### config.mk
export PLATFORM = sky130hd
export DESIGN_NAME = rss_top
export DESIGN_NICKNAME = d
export VERILOG_FILES = /design/src/rss_pkg.sv /design/src/rss_top.sv
export SDC_FILE = /design/constraint.sdc
export NUM_CORES = 1
export LEC_CHECK = 0
export ABC_AREA = 1
export BUFFER_PORTS_ARGS = -buffer_cell sky130_fd_sc_hd__buf_4
export CORE_ASPECT_RATIO = 1.75
export CORE_UTILIZATION = 53
export CTS_CLUSTER_SIZE = 30
export DETAILED_ROUTE_END_ITERATION = 10
export PLACE_DENSITY = 0.76
export REMOVE_ABC_BUFFERS = 1
export SLEW_MARGIN = 20
export SYNTH_ARGS = -nofsm -noshare
export SYNTH_HDL_FRONTEND = slang
export SYNTH_SLANG_ARGS = --single-unit
### constraint.sdc
create_clock -name ref_clk_i -period 2.6 [get_ports ref_clk_i]
set_input_delay 0.26 -clock ref_clk_i [delete_from_list [all_inputs] [get_ports ref_clk_i]]
set_output_delay 0.26 -clock ref_clk_i [all_outputs]
set_load 0.05 [all_outputs]
### src/rss_pkg.sv
// package for the reference step sequencer: constants, types and the step function
package rss_pkg;
  // clock rate and timing
  localparam int unsigned REF_CLK_KHZ = 50000;
  localparam int unsigned CODE_CLK_KHZ = 1800;
  localparam int unsigned CS_HALF_CYC = REF_CLK_KHZ / (2 * CODE_CLK_KHZ);
  localparam int unsigned MASK_DELAY_NS = 15000;
  localparam int unsigned MASK_DELAY_CYC = (MASK_DELAY_NS * REF_CLK_KHZ) / 1000000;
  localparam int unsigned INIT_DELAY_US = 1500;
  localparam int unsigned INIT_DELAY_CYC = INIT_DELAY_US * REF_CLK_KHZ / 1000;
  localparam int unsigned BOOT_HOLD_US = 200;
  localparam int unsigned BOOT_HOLD_CYC = BOOT_HOLD_US * REF_CLK_KHZ / 1000;
  // reference levels, in code steps of one lsb
  localparam int unsigned LSB_UV = 6250;
  localparam int unsigned BOOT_MV = 1081;
  localparam int unsigned UV_ENABLE_MV = 600;
  localparam logic [7:0] BOOT_CODE = 8'((BOOT_MV * 1000) / LSB_UV);
  localparam logic [7:0] UV_ENABLE_CODE = 8'((UV_ENABLE_MV * 1000) / LSB_UV);
  // register map and reset values
  localparam logic [11:0] CTRL_OFFSET = 12'h000;
  localparam logic [11:0] STATUS_OFFSET = 12'h004;
  localparam logic [11:0] LEVEL_OFFSET = 12'h008;
  localparam logic [15:0] SS_PERIOD_RST = 16'h01F4;
  localparam int unsigned SS_PERIOD_POS = 0;
  localparam int unsigned LEVEL_REF_POS = 0;
  localparam int unsigned LEVEL_TARGET_POS = 8;
  localparam int unsigned LEVEL_CODE_POS = 16;

  typedef enum logic [5:0] {
    ST_OFF       = 6'h01,
    ST_DELAY     = 6'h02,
    ST_RAMP_BOOT = 6'h04,
    ST_HOLD      = 6'h08,
    ST_RAMP_PROG = 6'h10,
    ST_RUN       = 6'h20
  } rss_state_t;

  typedef struct packed {
    logic ovp_en;
    logic uvp_en;
    logic ocp_boost;
  } rss_trip_t;

  typedef struct packed {
    logic [7:0] code;
    logic enable;
    logic supply_logic;
    logic supply_drive;
    logic ovp_det;
    logic uvp_det;
    logic loop_high;
    logic loop_low;
  } rss_pins_t;

  function automatic logic [7:0] rss_step(input logic [7:0] cur, input logic [7:0] tgt);
    if (cur < tgt) begin
      return cur + 8'h01;
    end
    if (cur > tgt) begin
      return cur - 8'h01;
    end
    return cur;
  endfunction
endpackage

### src/rss_top.sv
// reference step sequencer: soft-start, dynamic code stepping, trip masking, apb registers
//
// Behaviour
// - mask over- and undervoltage trips during code transitions, plus 15 us afterwards
// - raise overcurrent limit to 150 percent during transitions and 15 us after
// - detect code change at code-step rising edge, confirm at following falling edge
// - from next rising edge step reference one lsb per cycle toward target
// - ignore code changes during a transition; resume watching next rising edge after
// - code-step clock runs at about 1.9 MHz (reference clock divided by 26)
// - logic supply below threshold: shut down, both switches off
// - releasing output enable with valid supplies starts soft-start
// - enable low clears faults, holds softstart done low, switches off
// - soft-start begins only with all supplies valid and enable released
// - wait initial delay of 1.5 ms before ramping reference from zero
// - ramp reference from zero to the 1.081 V boot level
// - hold boot level 200 us while sampling the code lines
// - then ramp to sampled code at the same step rate
// - a code below boot level makes the reference ramp downward
// - softstart done output rises only when the sequence completes
// - in soft-start undervoltage enables at 0.6 V; overvoltage always enabled
// - soft-start steps come from own oscillator whose rate is programmed
// - after soft-start rate_pin_boost_o goes high; the programmed rate setting is then unused
// - low-side switch kept off from the loop until high side has switched
// - overvoltage fault can still turn the low-side switch on
//
// The register addresses and register access over APB are this design's own decisions.
`timescale 1ns/1ns
module rss_top import rss_pkg::*; #(
  parameter int unsigned INIT_DELAY_CYC_P = INIT_DELAY_CYC,
  parameter int unsigned BOOT_HOLD_CYC_P = BOOT_HOLD_CYC
) (
  input wire logic ref_clk_i,
  input wire logic reset_i,
  input wire logic ce_i,
  input wire logic [7:0] voltage_code_i,
  input wire logic output_enable_pin_i,
  input wire logic supply_logic_ok_i,
  input wire logic supply_drive_ok_i,
  input wire logic overvoltage_detect_i,
  input wire logic undervoltage_detect_i,
  input wire logic loop_high_request_i,
  input wire logic loop_low_request_i,
  input wire logic psel,
  input wire logic penable,
  input wire logic pwrite,
  input wire logic [11:0] paddr,
  input wire logic [31:0] pwdata,
  output logic [31:0] prdata,
  output logic pready,
  output logic pslverr,
  output logic [7:0] reference_o,
  output rss_trip_t trip_o,
  output logic high_side_switch_o,
  output logic low_side_switch_o,
  output logic softstart_done_o,
  output logic rate_pin_boost_o
);
  rss_pins_t pin_raw;
  rss_pins_t pin_s1;
  rss_pins_t pin_s;
  rss_state_t state;
  logic [7:0] ref_code;
  logic [7:0] target;
  logic [7:0] cand;
  logic pend;
  logic conf;
  logic dyn_active;
  logic [16:0] timer;
  logic uv_armed;
  logic ls_released;
  logic fault_ovp;
  logic fault_uvp;
  logic [9:0] post_cnt;
  logic [3:0] cs_cnt;
  logic cs_phase;
  logic cs_rise;
  logic cs_fall;
  logic [15:0] ss_period;
  logic [15:0] ss_cnt;
  logic ss_tick;
  logic in_ramp;
  logic run_en;
  rss_trip_t next_trip;

  assign pin_raw = '{voltage_code_i, output_enable_pin_i, supply_logic_ok_i, supply_drive_ok_i,
                     overvoltage_detect_i, undervoltage_detect_i, loop_high_request_i, loop_low_request_i};

  // two-stage synchroniser; only pin_s is read by logic
  always_ff @(posedge ref_clk_i) begin
    if (reset_i) begin
      pin_s1 <= '0;
      pin_s <= '0;
    end else if (ce_i) begin
      pin_s1 <= pin_raw;
      pin_s <= pin_s1;
    end
  end

  assign run_en = pin_s.enable && pin_s.supply_logic && pin_s.supply_drive;

  // free-running code-step clock derived by dividing the reference clock
  always_ff @(posedge ref_clk_i) begin
    if (reset_i) begin
      cs_cnt <= '0;
      cs_phase <= 1'b0;
    end else if (ce_i) begin
      if (cs_cnt == 4'(CS_HALF_CYC - 1)) begin
        cs_cnt <= '0;
        cs_phase <= ~cs_phase;
      end else begin
        cs_cnt <= cs_cnt + 4'h1;
      end
    end
  end
  assign cs_rise = (cs_cnt == 4'(CS_HALF_CYC - 1)) && !cs_phase;
  assign cs_fall = (cs_cnt == 4'(CS_HALF_CYC - 1)) && cs_phase;

  // soft-start oscillator: one tick per programmed period, only while ramping
  assign in_ramp = (state == ST_RAMP_BOOT) || (state == ST_RAMP_PROG);
  assign ss_tick = in_ramp && (ss_cnt >= ((ss_period == 16'h0000) ? 16'h0000 : ss_period - 16'h0001));
  always_ff @(posedge ref_clk_i) begin
    if (reset_i) begin
      ss_cnt <= '0;
    end else if (ce_i) begin
      if (!in_ramp || ss_tick) begin
        ss_cnt <= '0;
      end else begin
        ss_cnt <= ss_cnt + 16'h0001;
      end
    end
  end

  // sequencer: soft-start phases and dynamic code stepping
  always_ff @(posedge ref_clk_i) begin
    if (reset_i) begin
      state <= ST_OFF;
      ref_code <= '0;
      target <= '0;
      cand <= '0;
      pend <= 1'b0;
      conf <= 1'b0;
      dyn_active <= 1'b0;
      timer <= '0;
      uv_armed <= 1'b0;
      ls_released <= 1'b0;
    end else if (ce_i) begin
      if (!run_en) begin
        state <= ST_OFF;
        ref_code <= '0;
        pend <= 1'b0;
        conf <= 1'b0;
        dyn_active <= 1'b0;
        timer <= '0;
        uv_armed <= 1'b0;
        ls_released <= 1'b0;
      end else begin
        if (pin_s.loop_high && state != ST_OFF) begin
          ls_released <= 1'b1;
        end
        if (ref_code >= UV_ENABLE_CODE) begin
          uv_armed <= 1'b1;
        end
        case (state)
          ST_OFF: begin
            state <= ST_DELAY;
            timer <= '0;
          end
          ST_DELAY: begin
            if (timer == 17'(INIT_DELAY_CYC_P - 1)) begin
              state <= ST_RAMP_BOOT;
              timer <= '0;
            end else begin
              timer <= timer + 17'h00001;
            end
          end
          ST_RAMP_BOOT: begin
            if (ref_code == BOOT_CODE) begin
              state <= ST_HOLD;
            end else if (ss_tick) begin
              ref_code <= rss_step(ref_code, BOOT_CODE);
            end
          end
          ST_HOLD: begin
            target <= pin_s.code;
            if (timer == 17'(BOOT_HOLD_CYC_P - 1)) begin
              state <= ST_RAMP_PROG;
              timer <= '0;
            end else begin
              timer <= timer + 17'h00001;
            end
          end
          ST_RAMP_PROG: begin
            if (ref_code == target) begin
              state <= ST_RUN;
            end else if (ss_tick) begin
              ref_code <= rss_step(ref_code, target);
            end
          end
          ST_RUN: begin
            // the code-step clock sets the slope: one lsb per rising edge toward target
            if (cs_rise) begin
              if (dyn_active) begin
                if (ref_code == target) begin
                  dyn_active <= 1'b0;
                end else begin
                  ref_code <= rss_step(ref_code, target);
                end
              end else if (conf) begin
                target <= cand;
                ref_code <= rss_step(ref_code, cand);
                dyn_active <= 1'b1;
                conf <= 1'b0;
              end else if (pin_s.code != target) begin
                cand <= pin_s.code;
                pend <= 1'b1;
              end
            end else if (cs_fall && pend) begin
              pend <= 1'b0;
              conf <= (pin_s.code == cand);
            end
          end
          default: begin
            state <= ST_OFF;
          end
        endcase
      end
    end
  end

  // post-transition hold of masks and raised limit
  always_ff @(posedge ref_clk_i) begin
    if (reset_i) begin
      post_cnt <= '0;
    end else if (ce_i) begin
      if (!run_en) begin
        post_cnt <= '0;
      end else if (dyn_active) begin
        post_cnt <= 10'(MASK_DELAY_CYC);
      end else if (post_cnt != 10'h000) begin
        post_cnt <= post_cnt - 10'h001;
      end
    end
  end

  always_comb begin
    next_trip = '0;
    case (state)
      ST_DELAY, ST_RAMP_BOOT, ST_HOLD, ST_RAMP_PROG: begin
        next_trip.ovp_en = 1'b1;
        next_trip.uvp_en = uv_armed;
      end
      ST_RUN: begin
        next_trip.ovp_en = !dyn_active && (post_cnt == 10'h000);
        next_trip.uvp_en = !dyn_active && (post_cnt == 10'h000);
        next_trip.ocp_boost = dyn_active || (post_cnt != 10'h000);
      end
      default: begin
        next_trip = '0;
      end
    endcase
  end

  // latched faults; enable low or logic supply loss clears them
  always_ff @(posedge ref_clk_i) begin
    if (reset_i) begin
      fault_ovp <= 1'b0;
      fault_uvp <= 1'b0;
    end else if (ce_i) begin
      if (!pin_s.enable || !pin_s.supply_logic) begin
        fault_ovp <= 1'b0;
        fault_uvp <= 1'b0;
      end else if (state != ST_OFF) begin
        if (pin_s.ovp_det && next_trip.ovp_en) begin
          fault_ovp <= 1'b1;
        end
        if (pin_s.uvp_det && next_trip.uvp_en) begin
          fault_uvp <= 1'b1;
        end
      end
    end
  end

  // registered outputs to the drivers and the analog side
  always_ff @(posedge ref_clk_i) begin
    if (reset_i) begin
      reference_o <= '0;
      trip_o <= '0;
      high_side_switch_o <= 1'b0;
      low_side_switch_o <= 1'b0;
      softstart_done_o <= 1'b0;
      rate_pin_boost_o <= 1'b0;
    end else if (ce_i) begin
      reference_o <= ref_code;
      trip_o <= next_trip;
      high_side_switch_o <= run_en && state != ST_OFF && !fault_ovp && !fault_uvp && pin_s.loop_high;
      // an overvoltage fault overrides the startup gating of the low side
      low_side_switch_o <= (pin_s.supply_logic && pin_s.enable && fault_ovp) ||
                           (run_en && state != ST_OFF && !fault_uvp && ls_released && pin_s.loop_low);
      softstart_done_o <= run_en && (state == ST_RUN);
      rate_pin_boost_o <= run_en && (state == ST_RUN);
    end
  end

  // apb slave: no wait states; read data are registered in the setup phase so that they come from a flip-flop
  always_ff @(posedge ref_clk_i) begin
    if (reset_i) begin
      prdata <= '0;
      pready <= 1'b0;
      pslverr <= 1'b0;
      ss_period <= SS_PERIOD_RST;
    end else if (ce_i) begin
      pready <= psel && !penable;
      if (psel && !penable) begin
        pslverr <= !(paddr == CTRL_OFFSET || paddr == STATUS_OFFSET || paddr == LEVEL_OFFSET);
        case (paddr)
          CTRL_OFFSET: prdata <= 32'(ss_period) << SS_PERIOD_POS;
          STATUS_OFFSET: prdata <= 32'({state, dyn_active, fault_ovp, fault_uvp, ls_released, softstart_done_o});
          LEVEL_OFFSET: prdata <= (32'(pin_s.code) << LEVEL_CODE_POS) | (32'(target) << LEVEL_TARGET_POS) |
                                  (32'(ref_code) << LEVEL_REF_POS);
          default: prdata <= '0;
        endcase
      end
      if (psel && penable && pready && pwrite && paddr == CTRL_OFFSET) begin
        ss_period <= pwdata[SS_PERIOD_POS +: 16];
      end
    end
  end

  // checks
  dyn_mask_a: assert property (@(posedge ref_clk_i) disable iff (reset_i)
    ce_i && state == ST_RUN && dyn_active |=> !trip_o.ovp_en && !trip_o.uvp_en)
    else $error("trips enabled during code transition");
  post_mask_a: assert property (@(posedge ref_clk_i) disable iff (reset_i)
    ce_i && run_en && $fell(dyn_active) |-> post_cnt == 10'(MASK_DELAY_CYC) ##1 !trip_o.ovp_en)
    else $error("trip mask hold not started after transition");
  ocp_boost_a: assert property (@(posedge ref_clk_i) disable iff (reset_i)
    ce_i && state == ST_RUN && (dyn_active || post_cnt != 10'h000) |=> trip_o.ocp_boost)
    else $error("overcurrent limit not raised");
  confirm_step_a: assert property (@(posedge ref_clk_i) disable iff (reset_i)
    ce_i && state == ST_RUN && !dyn_active && conf && cs_rise && run_en |=> dyn_active && target == $past(cand))
    else $error("confirmed code not started on rising edge");
  one_lsb_a: assert property (@(posedge ref_clk_i) disable iff (reset_i)
    ref_code != $past(ref_code) && run_en && $past(run_en) |->
    (ref_code == $past(ref_code) + 8'h01) || (ref_code == $past(ref_code) - 8'h01))
    else $error("reference moved by more than one lsb");
  ignore_code_a: assert property (@(posedge ref_clk_i) disable iff (reset_i)
    ce_i && run_en && state == ST_RUN && dyn_active |=> target == $past(target))
    else $error("target changed during transition");
  supply_off_a: assert property (@(posedge ref_clk_i) disable iff (reset_i)
    ce_i && !pin_s.supply_logic |=> !high_side_switch_o && !low_side_switch_o)
    else $error("switch on without logic supply");
  enable_low_a: assert property (@(posedge ref_clk_i) disable iff (reset_i)
    ce_i && !pin_s.enable |=> !softstart_done_o && !fault_ovp && !fault_uvp)
    else $error("enable low did not clear state");
  init_delay_a: assert property (@(posedge ref_clk_i) disable iff (reset_i)
    state == ST_DELAY |-> ref_code == 8'h00)
    else $error("reference moved during initial delay");
  boot_hold_a: assert property (@(posedge ref_clk_i) disable iff (reset_i)
    state == ST_HOLD |-> ref_code == BOOT_CODE)
    else $error("reference left boot level during hold");
  uv_enable_a: assert property (@(posedge ref_clk_i) disable iff (reset_i)
    ce_i && run_en && in_ramp && !uv_armed && ref_code < UV_ENABLE_CODE |=> !trip_o.uvp_en && trip_o.ovp_en)
    else $error("soft-start trip enables wrong");
  ls_gate_a: assert property (@(posedge ref_clk_i) disable iff (reset_i)
    ce_i && !ls_released && !fault_ovp |=> !low_side_switch_o)
    else $error("low side switched before high side");
  ovp_ls_a: assert property (@(posedge ref_clk_i) disable iff (reset_i)
    ce_i && fault_ovp && pin_s.enable && pin_s.supply_logic |=> low_side_switch_o && !high_side_switch_o)
    else $error("overvoltage fault did not force low side");
  done_a: assert property (@(posedge ref_clk_i) disable iff (reset_i)
    $rose(softstart_done_o) |-> $past(state) == ST_RUN)
    else $error("softstart done before sequence end");
  cov_softstart_c: cover property (@(posedge ref_clk_i) disable iff (reset_i) $rose(softstart_done_o));
  cov_dyn_c: cover property (@(posedge ref_clk_i) disable iff (reset_i) $fell(dyn_active) ##1 post_cnt != 10'h000);
  cov_down_c: cover property (@(posedge ref_clk_i) disable iff (reset_i)
    state == ST_RAMP_PROG && target < BOOT_CODE && ss_tick);
  cov_ovp_c: cover property (@(posedge ref_clk_i) disable iff (reset_i) $rose(fault_ovp));
endmodule

==> summary.md, run 1 <==
| Metric | Value |
|---|---|
| Hold Worst Slack | `0.0332 ns` |
| Placed Instance Area | `0.0109 mm^2` |
| Detail-routed via count per cell | `5.54` |
| Routed WL | `28,900 um` |
| Crit path DAT | `3.16 ns` |
| Critical path required time | `2.94 ns` |
| Clock buffer depth | `2` |
| Non-Filler Instances | `1,815` |
| Layout cells sized above 1 | `0.203` |
| CP endpoint kind | `flip-flop` |
| DP HPWL | `21,200 um` |
| Finished layout cell area | `0.0120 mm^2` |
| Initial core utilization | `0.542` |
| Most common cell after layout, fill and taps aside | `nand2_1` |
| Delay-heaviest family, CP | `simple AND/OR/NAND/NOR gates` |
| RSZ-0062 raised after global routing | `yes` |
| Setup WS post-layout | `-0.220 ns` |
| Slew margin rel. | `0.476` |
| Most frequent cells in the layout | `289 x nand2_1, 167 x nor2_1, 166 x dfxtp_1` |
| Global-route wire length before repair | `45,400 um` |
| Critical path fanouts, max | `12` |
| Core Box Area | `0.0180 mm^2` |
| NumNets Final | `1,676` |
| Inst Count DP | `1,766` |
| Max cap viols | `0` |
| Fin. Hold Viols | `0` |
| Clock Latency Late Sink | `0.45 ns` |
| Worst IR drop on VDD | `0.684 mV` |
| Remaining DRCs | `0` |
| R2R setup slack | `-0.22 ns` |
| Hold_buf cts | `0` |
| Synth cell types | `50` |
| Die H | `181 um` |
| Root Buffer | `clkbuf_16` |
| Share of the synthesized area in the top cell type | `0.352` |
| CP bufs+invs | `1` |
| Ys Warns | `0` |
| Largest net degree at the start of global routing | `43` |
| Input/output buffers | `89` |
| Violated checks | `negative setup slack` |
| Clock net sink count | `171` |
| Post-placement setup slack | `-0.294 ns` |
| Cell Pwr Density | `510 mW/mm^2` |
| Flops & latches, synth | `171` |
| Cells along the critical path | `nor2_4 -> nand2_2 -> nor3_4 -> nand3_4 -> nor2_4 -> nand2_1 -> xor2_1 -> nand2_2 -> ha_4 -> nand4_1 -> nor2_2 -> nand3_2 -> buf_4 -> nand4_1 -> nand2_4 -> a21oi_1 -> nor2_1` |
| Fmax | `355 MHz` |
| Leak | `5.09 nW` |
| Largest area contributor in the netlist | `dfxtp_1` |
| # rows | `65` |
| Crit-path max cell delay | `0.36 ns` |
| Final Wtd Congestion | `0.962` |
| DRT iter0 DRCs | `579` |
| Outcome | `complete, but fails checks` |
| H-Tree Depth | `4` |
| Slew @ Worst Pin | `0.785 ns` |
| Critical path's slowest cell | `dfxtp_4` |
| Setup violations, final | `23` |
| Via count | `10,000` |
| Gate Count Post-Synth | `1,437` |
| Critical path launch point type | `flip-flop` |
| Total track usage | `0.304` |
| Antenna diodes | `0` |
| Sequential area share after synthesis | `0.352` |
| Post-synth EDFFs | `0` |
| Critical path type | `flip-flop to flip-flop` |
| Grt ovf | `0` |
| Synth area leaders | `dfxtp_1 35%, nand2_1 12%, nor2_1 7.1%` |
| Power Total | `6.14 mW` |
| Area Growth Syn to Fin | `23.7%` |
| Per-cell routed wire length | `15.9 um` |
| Avg Cell Area, Syn | `6.78 um^2` |
| Asr flop ratio synth | `0` |
| TritonCTS buffer count | `17` |
| Die width | `104 um` |
| Fin crit period | `2.82 ns` |
| IO Pins | `114` |
| Final Max Tran Viols | `0` |
| Hold/Removal Path Class | `input port to flip-flop` |
| Final Cycle Share | `1.08` |
| Vias in the first global route | `9,387` |
| Detail Route Antenna Nets | `0` |
| Mapped cell area | `0.00974 mm^2` |
| Clock Skew | `0.0116 ns` |
| CTS tree | `done` |
| Die area | `0.0189 mm^2` |
| Worst-path clk slew | `0.07 ns` |
| Initial antenna violation count | `1` |
| Synth Flop Type | `dfxtp_1` |
| TritonRoute pass-1 iters | `6` |
[metrics by stage]
step	setup TNS, ns	util
final	-3.83	0.670
after global routing	-7.41	0.670
after CTS	-2.20	0.652
after detailed placement	-5.45	0.605
after global placement	-3.11	0.605
after floorplan	-0.326	-
[flip-flops by register name (all words and copies together) (netlist names), 3 cells and up]
| register | cells |
|---|---|
| prdata | 24 |
| timer | 17 |
| ss_cnt | 16 |
| ss_period | 16 |
| pin_s1 | 15 |
| pin_s | 15 |
| post_cnt | 10 |
| cand | 8 |
| ref_code | 8 |
| reference_o | 8 |
| target | 8 |
| state | 6 |
| cs_cnt | 4 |
| trip_o | 3 |
[power by group]
part | switching [mW] | total, mW | internal, mW | leakage (nW)
sequential | 0.0556 | 2.74 | 2.68 | 1.39
clock | 1.12 | 2.69 | 1.57 | 0.292
combinational | 0.473 | 0.718 | 0.245 | 3.40
total | 1.65 | 6.14 | 4.50 | 5.09
[Yosys cell counts, types with 12 or more instances]
cell	n
nor3_1	21
nand3_1	95
a21oi_1	115
nand4_1	27
nor2_1	183
dfxtp_1	171
inv_1	150
nand2_2	13
ha_1	42
buf_4	12
o22ai_1	13
xor2_1	19
nand2_1	299
clkbuf_1	30
o21ai_0	110
[cell type report]
| class | instances | area [um^2] |
|---|---|---|
| fill | 1580 | 5930 |
| multi-input combinational | 1050 | 5780 |
| sequential | 171 | 3440 |
| timing repair buffer | 167 | 1310 |
| inverter | 162 | 613 |
| clock buffer | 19 | 453 |
| tap | 234 | 293 |
| clock inverter | 12 | 161 |
[cell families after synthesis]
kind of cell    Yosys count  share of synthesized area
fa+ha+maj                42                     0.0540
compound gates          288                      0.161
other cells               1                   0.000385
buf+inv                 223                     0.0944
xor+xnor                 29                     0.0261
flops                   171                      0.352
simple gates            683                      0.313
[repair_timing]
action | CTS | global route
gates resized for setup | 37 | 62
endpoints found under the setup margin | 23 | 24
endpoints found under the hold margin | 0 | 0
cloned | 1 | 0
pin swaps | 18 | 24
setup buffers | 7 | 10
[path summary, 6_finish.rpt]
| check | start | end | depth (start not counted) |
|---|---|---|---|
| worst min-delay path | voltage_code_i[3] | pin_s1[10] | 3 |
| worst min register to register | post_cnt[3] | post_cnt[3] | 2 |
| worst max-delay path | ss_period[1] | ref_code[4] | 17 |
| worst max register to register | ss_period[1] | ref_code[4] | 17 |
[layer usage]
layer  part of all wire  up-vias  track usage
li1                   -     4969            -
met1               0.37     4724        0.312
met2               0.55      270        0.569
met3              0.037       86       0.0465
met4              0.046        0        0.185
met5                  0        -            0
[tightest hold or removal path, delay by kind of cell]
| family | cells | cell delay (ns) |
|---|---|---|
| AND/OR/NAND/NOR | 2 | 0.11 |
| buffers and inverters | 1 | 0.07 |
Power figures use the tool's default switching activity.
==> inputs of run 2 (changes only) <==
--- a/config.mk
+++ b/config.mk
@@ -7,7 +7,7 @@
 export LEC_CHECK = 0
 export ABC_AREA = 1
 export BUFFER_PORTS_ARGS = -buffer_cell sky130_fd_sc_hd__buf_4
-export CORE_ASPECT_RATIO = 1.75
+export CORE_ASPECT_RATIO = 0.7
 export CORE_UTILIZATION = 53
 export CTS_CLUSTER_SIZE = 30
 export DETAILED_ROUTE_END_ITERATION = 10
==> summary.md, run 2 (synthesis gave the netlist of run 1 again) <==
| Metric | Value |
|---|---|
| Sequential share of power | `0.451 (was 0.446)` |
| Largest net degree at the start of global routing | `64 (was 43)` |
| Die H | `115 um (was 181 um)` |
| R2R setup slack | `-0.27 ns (was -0.22 ns)` |
| CTS tree | `done (unchanged)` |
| Most frequent cells in the layout | `291 x nand2_1, 169 x nor2_1, 168 x dfxtp_1 (was 289 x nand2_1, 167 x nor2_1, 166 x dfxtp_1)` |
| Hold Worst Slack | `0.0339 ns (was 0.0332 ns)` |
| Crit path from | `ss_period[1] (unchanged)` |
| DRT iter0 DRCs | `1,027 (was 579)` |
| Reg2reg start | `ss_period[1] (unchanged)` |
| CP Depth | `20 (was 17)` |
| Hold/Removal Path Class | `input port to flip-flop (unchanged)` |
| Finished layout cell area | `0.0119 mm^2 (was 0.0120 mm^2)` |
| Initial core utilization | `0.541 (was 0.542)` |
| Per-cell routed wire length | `15.9 um (about the same)` |
| Clock Skew | `0.0124 ns (was 0.0116 ns)` |
| Initial antenna violation count | `0 (was 1)` |
| Worst Hold Path Cells | `3 (unchanged)` |
| Layout cells sized above 1 | `0.196 (was 0.203)` |
| Routed WL | `28,700 um (was 28,900 um)` |
| # rows | `41 (was 65)` |
| Clock net sink count | `171 (unchanged)` |
| Setup WS post-layout | `-0.266 ns (was -0.220 ns)` |
| P_int | `4.26 mW (was 4.50 mW)` |
| Critical path fanouts, max | `6 (was 12)` |
| Total track usage | `0.302 (was 0.304)` |
| Delay-heaviest family, CP | `simple AND/OR/NAND/NOR gates (unchanged)` |
| Worst Hold Launch | `output_enable_pin_i (was voltage_code_i[3])` |
| Cells along the critical path | `nor2_4 -> nand2_2 -> nor3_4 -> nand3_2 -> nor2_4 -> nand2_2 -> xor2_1 -> nand2_1 -> ha_4 -> nand4_1 -> buf_4 -> a21oi_2 -> inv_1 -> nand2_1 -> a21oi_1 -> nand4_1 -> nand2_2 -> nand2_2 -> nand2_1 -> nor2_1 (was nor2_4 -> nand2_2 -> nor3_4 -> nand3_4 -> nor2_4 -> nand2_1 -> xor2_1 -> nand2_2 -> ha_4 -> nand4_1 -> nor2_2 -> nand3_2 -> buf_4 -> nand4_1 -> nand2_4 -> a21oi_1 -> nor2_1)` |
| TritonCTS buffer count | `17 (unchanged)` |
| Combinational share of power | `0.119 (was 0.117)` |
| Sw Ratio | `0.300 (was 0.268)` |
| Biggest regs | `prdata (24), timer (17) (unchanged)` |
| TritonRoute pass-1 iters | `6 (unchanged)` |
| H-Tree Depth | `4 (unchanged)` |
| Clock Latency Late Sink | `0.44 ns (was 0.45 ns)` |
| Antenna diodes | `0 (unchanged)` |
| Max FFs per register | `24 (unchanged)` |
| Violated checks | `negative setup slack (unchanged)` |
| Final Max Tran Viols | `0 (unchanged)` |
| Die area | `0.0189 mm^2 (about the same)` |
| Multi-input gate area | `0.00572 mm^2 (was 0.00578 mm^2)` |
| Vias in the first global route | `8,701 (was 9,387)` |
| Grt ovf | `0 (unchanged)` |
| Leak | `5.04 nW (was 5.09 nW)` |
| Via count | `10,100 (was 10,000)` |
| NumNets Final | `1,666 (was 1,676)` |
| DP HPWL | `20,800 um (was 21,200 um)` |
| Final Cycle Share | `1.10 (was 1.08)` |
| Placed Instance Area | `0.0109 mm^2 (about the same)` |
| Input/output buffers | `89 (unchanged)` |
| Critical path type | `flip-flop to flip-flop (unchanged)` |
| Detail-routed via count per cell | `5.58 (was 5.54)` |
| Final Wtd Congestion | `0.978 (was 0.962)` |
| Core Box Area | `0.0180 mm^2 (about the same)` |
| Clock network power share | `0.429 (was 0.437)` |
| Die width | `164 um (was 104 um)` |
| Outcome | `complete, but fails checks (unchanged)` |
| Setup violations, final | `24 (was 23)` |
| Worst r2r path cells | `20 (was 17)` |
| Sw Pwr | `1.82 mW (was 1.65 mW)` |
| Fmax | `349 MHz (was 355 MHz)` |
| Worst IR drop on VDD | `0.423 mV (was 0.684 mV)` |
| Top reg by flops | `prdata (unchanged)` |
| Detail Route Antenna Nets | `0 (unchanged)` |
| Slew margin rel. | `0.461 (was 0.476)` |
| Seq. cell area | `0.00343 mm^2 (was 0.00344 mm^2)` |
| Critical path's slowest cell | `dfxtp_2 (was dfxtp_4)` |
| Slew @ Worst Pin | `0.806 ns (was 0.785 ns)` |
| Fin. Hold Viols | `0 (unchanged)` |
| Worst Hold End | `pin_s1[6] (was pin_s1[10])` |
| Critical path required time | `2.98 ns (was 2.94 ns)` |
| Number of fill cells in the layout | `1,559 (was 1,580)` |
| Crit-path max cell delay | `0.34 ns (was 0.36 ns)` |
| IO Pins | `114 (unchanged)` |
| RSZ-0062 raised after global routing | `yes (unchanged)` |
| Critical R2R Capture | `ref_code[4] (unchanged)` |
| Crit path DAT | `3.24 ns (was 3.16 ns)` |
| Most common cell after layout, fill and taps aside | `nand2_1 (unchanged)` |
| Critical path launch point type | `flip-flop (unchanged)` |
| Area Growth Syn to Fin | `22.0% (was 23.7%)` |
| Post-placement setup slack | `-0.467 ns (was -0.294 ns)` |
| Max cap viols | `0 (unchanged)` |
| Global-route wire length before repair | `44,400 um (was 45,400 um)` |
| CP bufs+invs | `2 (was 1)` |
| Worst-path clk slew | `0.08 ns (was 0.07 ns)` |
| Cell mode on critical path | `nand2_2` |
| Remaining DRCs | `0 (unchanged)` |
| CP endpoint kind | `flip-flop (unchanged)` |
| Cell Pwr Density | `512 mW/mm^2 (was 510 mW/mm^2)` |
| Root Buffer | `clkbuf_16 (unchanged)` |
| Power Total | `6.08 mW (was 6.14 mW)` |
| Setup TNS | `-5.24 ns (was -3.83 ns)` |
| Clock buffer depth | `2 (unchanged)` |
| Fin crit period | `2.87 ns (was 2.82 ns)` |
==> run 2: how the worst max path moves through the flow <==
| stage | end | slack, ns |
|---|---|---|
| 2_1_floorplan | ss_cnt[9] | -0.05 |
| 3_3_place_gp | ref_code[0] | -0.27 |
| 3_5_place_dp | ref_code[7] | -0.47 |
| 4_1_cts | ref_code[7] | -0.23 |
| 5_1_grt | ss_cnt[5] | -0.43 |
| 6_report | ref_code[4] | -0.27 |
==> run 2: final cells by class <==
class / instances / share of cell area
clock inverter: 14 / 0.0143
multi-input combinational: 1051 / 0.481
sequential: 171 / 0.288
inverter: 162 / 0.0514
tap: 236 / 0.0249
timing repair buffer: 156 / 0.103
clock buffer: 18 / 0.0370
==> run 2: routing by layer <==
| layer | GRT usage | share of wire | vias to the layer above |
|---|---|---|---|
| li1 | - | - | 4968 |
| met5 | 0 | 0 | - |
| met1 | 0.435 | 0.47 | 4649 |
| met2 | 0.449 | 0.43 | 446 |
| met3 | 0.0744 | 0.087 | 28 |
| met4 | 0.0772 | 0.011 | 0 |
==> run 2: repair_timing <==
| item | CTS | global route |
|---|---|---|
| hold buffers | 0 | 0 |
| endpoints found under the setup margin | 24 | 24 |
| cloned | 1 | 1 |
| pin swaps | 13 | 29 |
| setup buffers | 4 | 6 |
| gates resized for setup | 21 | 59 |
==> run 2: metrics by stage <==
stage | util | std cells
2_1_floorplan | - | 1383
3_3_place_gp | 0.604 | 1765
3_5_place_dp | 0.604 | 1765
4_1_cts | 0.645 | 1802
5_1_grt | 0.660 | 1808
6_report | 0.660 | 1808
==> run 2: power groups by stage <==
stage / Clock, mW / Combinational (mW) / Sequential (mW)
after detailed placement: 0 / 0.696 / 2.80
after global placement: 0 / 0.685 / 2.80
after floorplan: 0 / 0.375 / 2.86
final: 2.61 / 0.727 / 2.74
after CTS: 2.62 / 0.707 / 2.74
after global routing: 2.74 / 0.797 / 2.75
==> run 2: worst register-to-register path, stage by stage (launching register included) <==
cell	delay, ns
dfxtp_2	0.34
nor2_4	0.12
nand2_2	0.09
nor3_4	0.16
nand3_2	0.15
nor2_4	0.15
nand2_2	0.06
xor2_1	0.13
nand2_1	0.11
ha_4	0.29
nand4_1	0.17
buf_4	0.18
a21oi_2	0.12
inv_1	0.05
nand2_1	0.05
a21oi_1	0.04
nand4_1	0.17
nand2_2	0.18
nand2_2	0.09
nand2_1	0.05
nor2_1	0.11
==> inputs of run 3 (changes only) <==
--- a/config.mk
+++ b/config.mk
@@ -8,6 +8,7 @@
 export ABC_AREA = 1
 export BUFFER_PORTS_ARGS = -buffer_cell sky130_fd_sc_hd__buf_4
 export CORE_ASPECT_RATIO = 0.7
+export CORE_MARGIN = 4
 export CORE_UTILIZATION = 53
 export CTS_CLUSTER_SIZE = 30
 export DETAILED_ROUTE_END_ITERATION = 10
==> summary.md, run 3 (synthesis gave the netlist of run 1 again) <==
| Metric | Value |
|---|---|
| Outcome | `complete, but fails checks (unchanged)` |
| Violated checks | `negative setup slack (unchanged)` |
| Critical path's slowest cell | `dfxtp_1 (was dfxtp_2)` |
| Critical path required time | `2.96 ns (was 2.98 ns)` |
| Antenna diodes | `0 (unchanged)` |
| Worst Hold End | `pin_s1[7] (was pin_s1[6])` |
| Crit-path max cell delay | `0.37 ns (was 0.34 ns)` |
| Clock buffer depth | `2 (unchanged)` |
| Detail-routed via count per cell | `5.53 (was 5.58)` |
| Initial antenna violation count | `0 (unchanged)` |
| Setup TNS | `-3.65 ns (was -5.24 ns)` |
| H-Tree Depth | `4 (unchanged)` |
| Max FFs per register | `24 (unchanged)` |
| CTS tree | `done (unchanged)` |
| Number of fill cells in the layout | `1,600 (was 1,559)` |
| Worst Hold Launch | `voltage_code_i[0] (was output_enable_pin_i)` |
| Slew margin rel. | `0.473 (was 0.461)` |
| Fin crit period | `2.83 ns (was 2.87 ns)` |
| Power Total | `6.14 mW (was 6.08 mW)` |
| RSZ-0062 raised after global routing | `yes (unchanged)` |
| # rows | `41 (unchanged)` |
| NumNets Final | `1,672 (was 1,666)` |
| IO Pins | `114 (unchanged)` |
| Leak | `5.10 nW (was 5.04 nW)` |
| Hold Worst Slack | `0.0320 ns (was 0.0339 ns)` |
| Cell Pwr Density | `515 mW/mm^2 (was 512 mW/mm^2)` |
| Per-cell routed wire length | `15.9 um (about the same)` |
| Hold_buf cts | `0 (unchanged)` |
| DRT iter0 DRCs | `1,037 (was 1,027)` |
| Worst Hold Path Cells | `3 (unchanged)` |
| Final Wtd Congestion | `0.987 (was 0.978)` |
| Max cap viols | `0 (unchanged)` |
| Initial core utilization | `0.541 (unchanged)` |
| CP endpoint kind | `flip-flop (unchanged)` |
| Die width | `170 um (was 164 um)` |
| Die area | `0.0206 mm^2 (was 0.0189 mm^2)` |
| R2R setup slack | `-0.23 ns (was -0.27 ns)` |
| Die H | `121 um (was 115 um)` |
| Post-placement setup slack | `-0.383 ns (was -0.467 ns)` |
| Clock net sink count | `171 (unchanged)` |
| Remaining DRCs | `0 (unchanged)` |
| Top reg by flops | `prdata (unchanged)` |
| Critical path launch point type | `flip-flop (unchanged)` |
| Clock Skew | `0.0171 ns (was 0.0124 ns)` |
| Crit path DAT | `3.19 ns (was 3.24 ns)` |
| Root Buffer | `clkbuf_16 (unchanged)` |
| Setup WS post-layout | `-0.233 ns (was -0.266 ns)` |
| Core Box Area | `0.0180 mm^2 (unchanged)` |
| Hold/Removal Path Class | `input port to flip-flop (unchanged)` |
| DP HPWL | `21,000 um (was 20,800 um)` |
| Total track usage | `0.277 (was 0.302)` |
| Area Growth Syn to Fin | `22.5% (was 22.0%)` |
| Fmax | `353 MHz (was 349 MHz)` |
| Reg2reg start | `ss_period[4] (was ss_period[1])` |
| Routed WL | `28,900 um (was 28,700 um)` |
| Biggest regs | `prdata (24), timer (17) (unchanged)` |
| Cells along the critical path | `nor2_1 -> inv_1 -> nor3_4 -> nand4_1 -> buf_4 -> nand3_1 -> ha_1 -> nand2_1 -> inv_1 -> nand2_1 -> a21oi_2 -> nor2_1 -> nand4_1 -> nand2_2 -> nand2_4 -> buf_12 -> a211oi_4 (was nor2_4 -> nand2_2 -> nor3_4 -> nand3_2 -> nor2_4 -> nand2_2 -> xor2_1 -> nand2_1 -> ha_4 -> nand4_1 -> buf_4 -> a21oi_2 -> inv_1 -> nand2_1 -> a21oi_1 -> nand4_1 -> nand2_2 -> nand2_2 -> nand2_1 -> nor2_1)` |
| Input/output buffers | `89 (unchanged)` |
| Detail Route Antenna Nets | `0 (unchanged)` |
| Via count | `10,000 (was 10,100)` |
| TritonRoute pass-1 iters | `8 (was 6)` |
| Layout cells sized above 1 | `0.196 (about the same)` |
| Final Cycle Share | `1.09 (was 1.10)` |
| Most frequent cells in the layout | `292 x nand2_1, 168 x nor2_1, 168 x dfxtp_1 (was 291 x nand2_1, 169 x nor2_1, 168 x dfxtp_1)` |
| Critical path type | `flip-flop to flip-flop (unchanged)` |
| Worst r2r path cells | `17 (was 20)` |
| Critical path fanouts, max | `7 (was 6)` |
| Slew @ Worst Pin | `0.789 ns (was 0.806 ns)` |
| Largest net degree at the start of global routing | `62 (was 64)` |
| Worst IR drop on VDD | `0.484 mV (was 0.423 mV)` |
| TritonCTS buffer count | `17 (unchanged)` |
| Fin. Hold Viols | `0 (unchanged)` |
| Grt ovf | `0 (unchanged)` |
| Vias in the first global route | `9,132 (was 8,701)` |
| Final Max Tran Viols | `0 (unchanged)` |
| Global-route wire length before repair | `46,100 um (was 44,400 um)` |
| Critical R2R Capture | `ss_cnt[9] (was ref_code[4])` |
| Clock Latency Late Sink | `0.44 ns (about the same)` |
| Most common cell after layout, fill and taps aside | `nand2_1 (unchanged)` |
| Setup violations, final | `24 (unchanged)` |
| Worst-path clk slew | `0.08 ns (about the same)` |
[run 3: cell types whose count changed in the layout (fill, tap and decap cells not counted), sizes merged]
cell    delta
buf        +6
clkinv     +1
inv        -1
clkbuf     -1
bufinv     +1
[run 3: routing by layer]
metal / global-route usage / up-vias / share of wire
li1: - / 4966 / -
met1: 0.408 / 4595 / 0.47
met2: 0.400 / 428 / 0.42
met3: 0.0746 / 39 / 0.097
met4: 0.0708 / 0 / 0.016
met5: 0 / - / 0
[run 3: critical path: cells and delay by family, from the launching register on]
kind / cells / cell delay, ns
adder cells (fa/ha/maj): 1 / 0.25
flip-flops: 1 / 0.37
AO/OA/AOI/OAI: 2 / 0.21
AND/OR/NAND/NOR: 10 / 1.37
buffers and inverters: 4 / 0.53
[run 3: final cells by class]
| cell class | count | area, um^2 | area share |
|---|---|---|---|
| clock inverters | 15 | 198 | 0.0166 |
| inverters | 162 | 611 | 0.0512 |
| repair buffers | 162 | 1270 | 0.106 |
| flip-flops and latches | 171 | 3430 | 0.287 |
| well taps | 236 | 295 | 0.0248 |
| multi-input cells | 1051 | 5700 | 0.478 |
| clock buffers | 17 | 425 | 0.0357 |
[run 3: where the power goes]
| part | leakage [nW] | internal (mW) | switching (mW) | total (mW) |
|---|---|---|---|---|
| clock network | 0.302 | 1.40 | 1.28 | 2.67 |
| logic | 3.41 | 0.248 | 0.475 | 0.723 |
| registers | 1.39 | 2.69 | 0.0561 | 2.74 |
[run 3: how the worst max path moves through the flow]
stage,from,to,cells past startpoint
after floorplan,ss_period[2],ss_cnt[9],18
after global routing,ss_period[1],ref_code[0],19
final,ss_period[4],ss_cnt[9],17
after CTS,ss_period[2],ref_code[0],19
after global placement,ss_period[0],ss_cnt[9],19
after detailed placement,ss_period[0],ref_code[0],18
[run 3: timing repair]
action                                  in CTS  in global routing
gates cloned                                 1                  1
gates resized for setup                     38                 39
endpoints found under the setup margin      24                 24
pin swaps                                   15                 17
endpoints found under the hold margin        0                  0
buffers inserted                             5                  3
[run 3: metrics by stage]
step	instance area, um^2	cells	util
6_report	11900	1814	0.662
2_1_floorplan	9450	1383	-
5_1_grt	11900	1814	0.662
4_1_cts	11800	1810	0.653
3_3_place_gp	10900	1772	0.607
3_5_place_dp	10900	1772	0.607
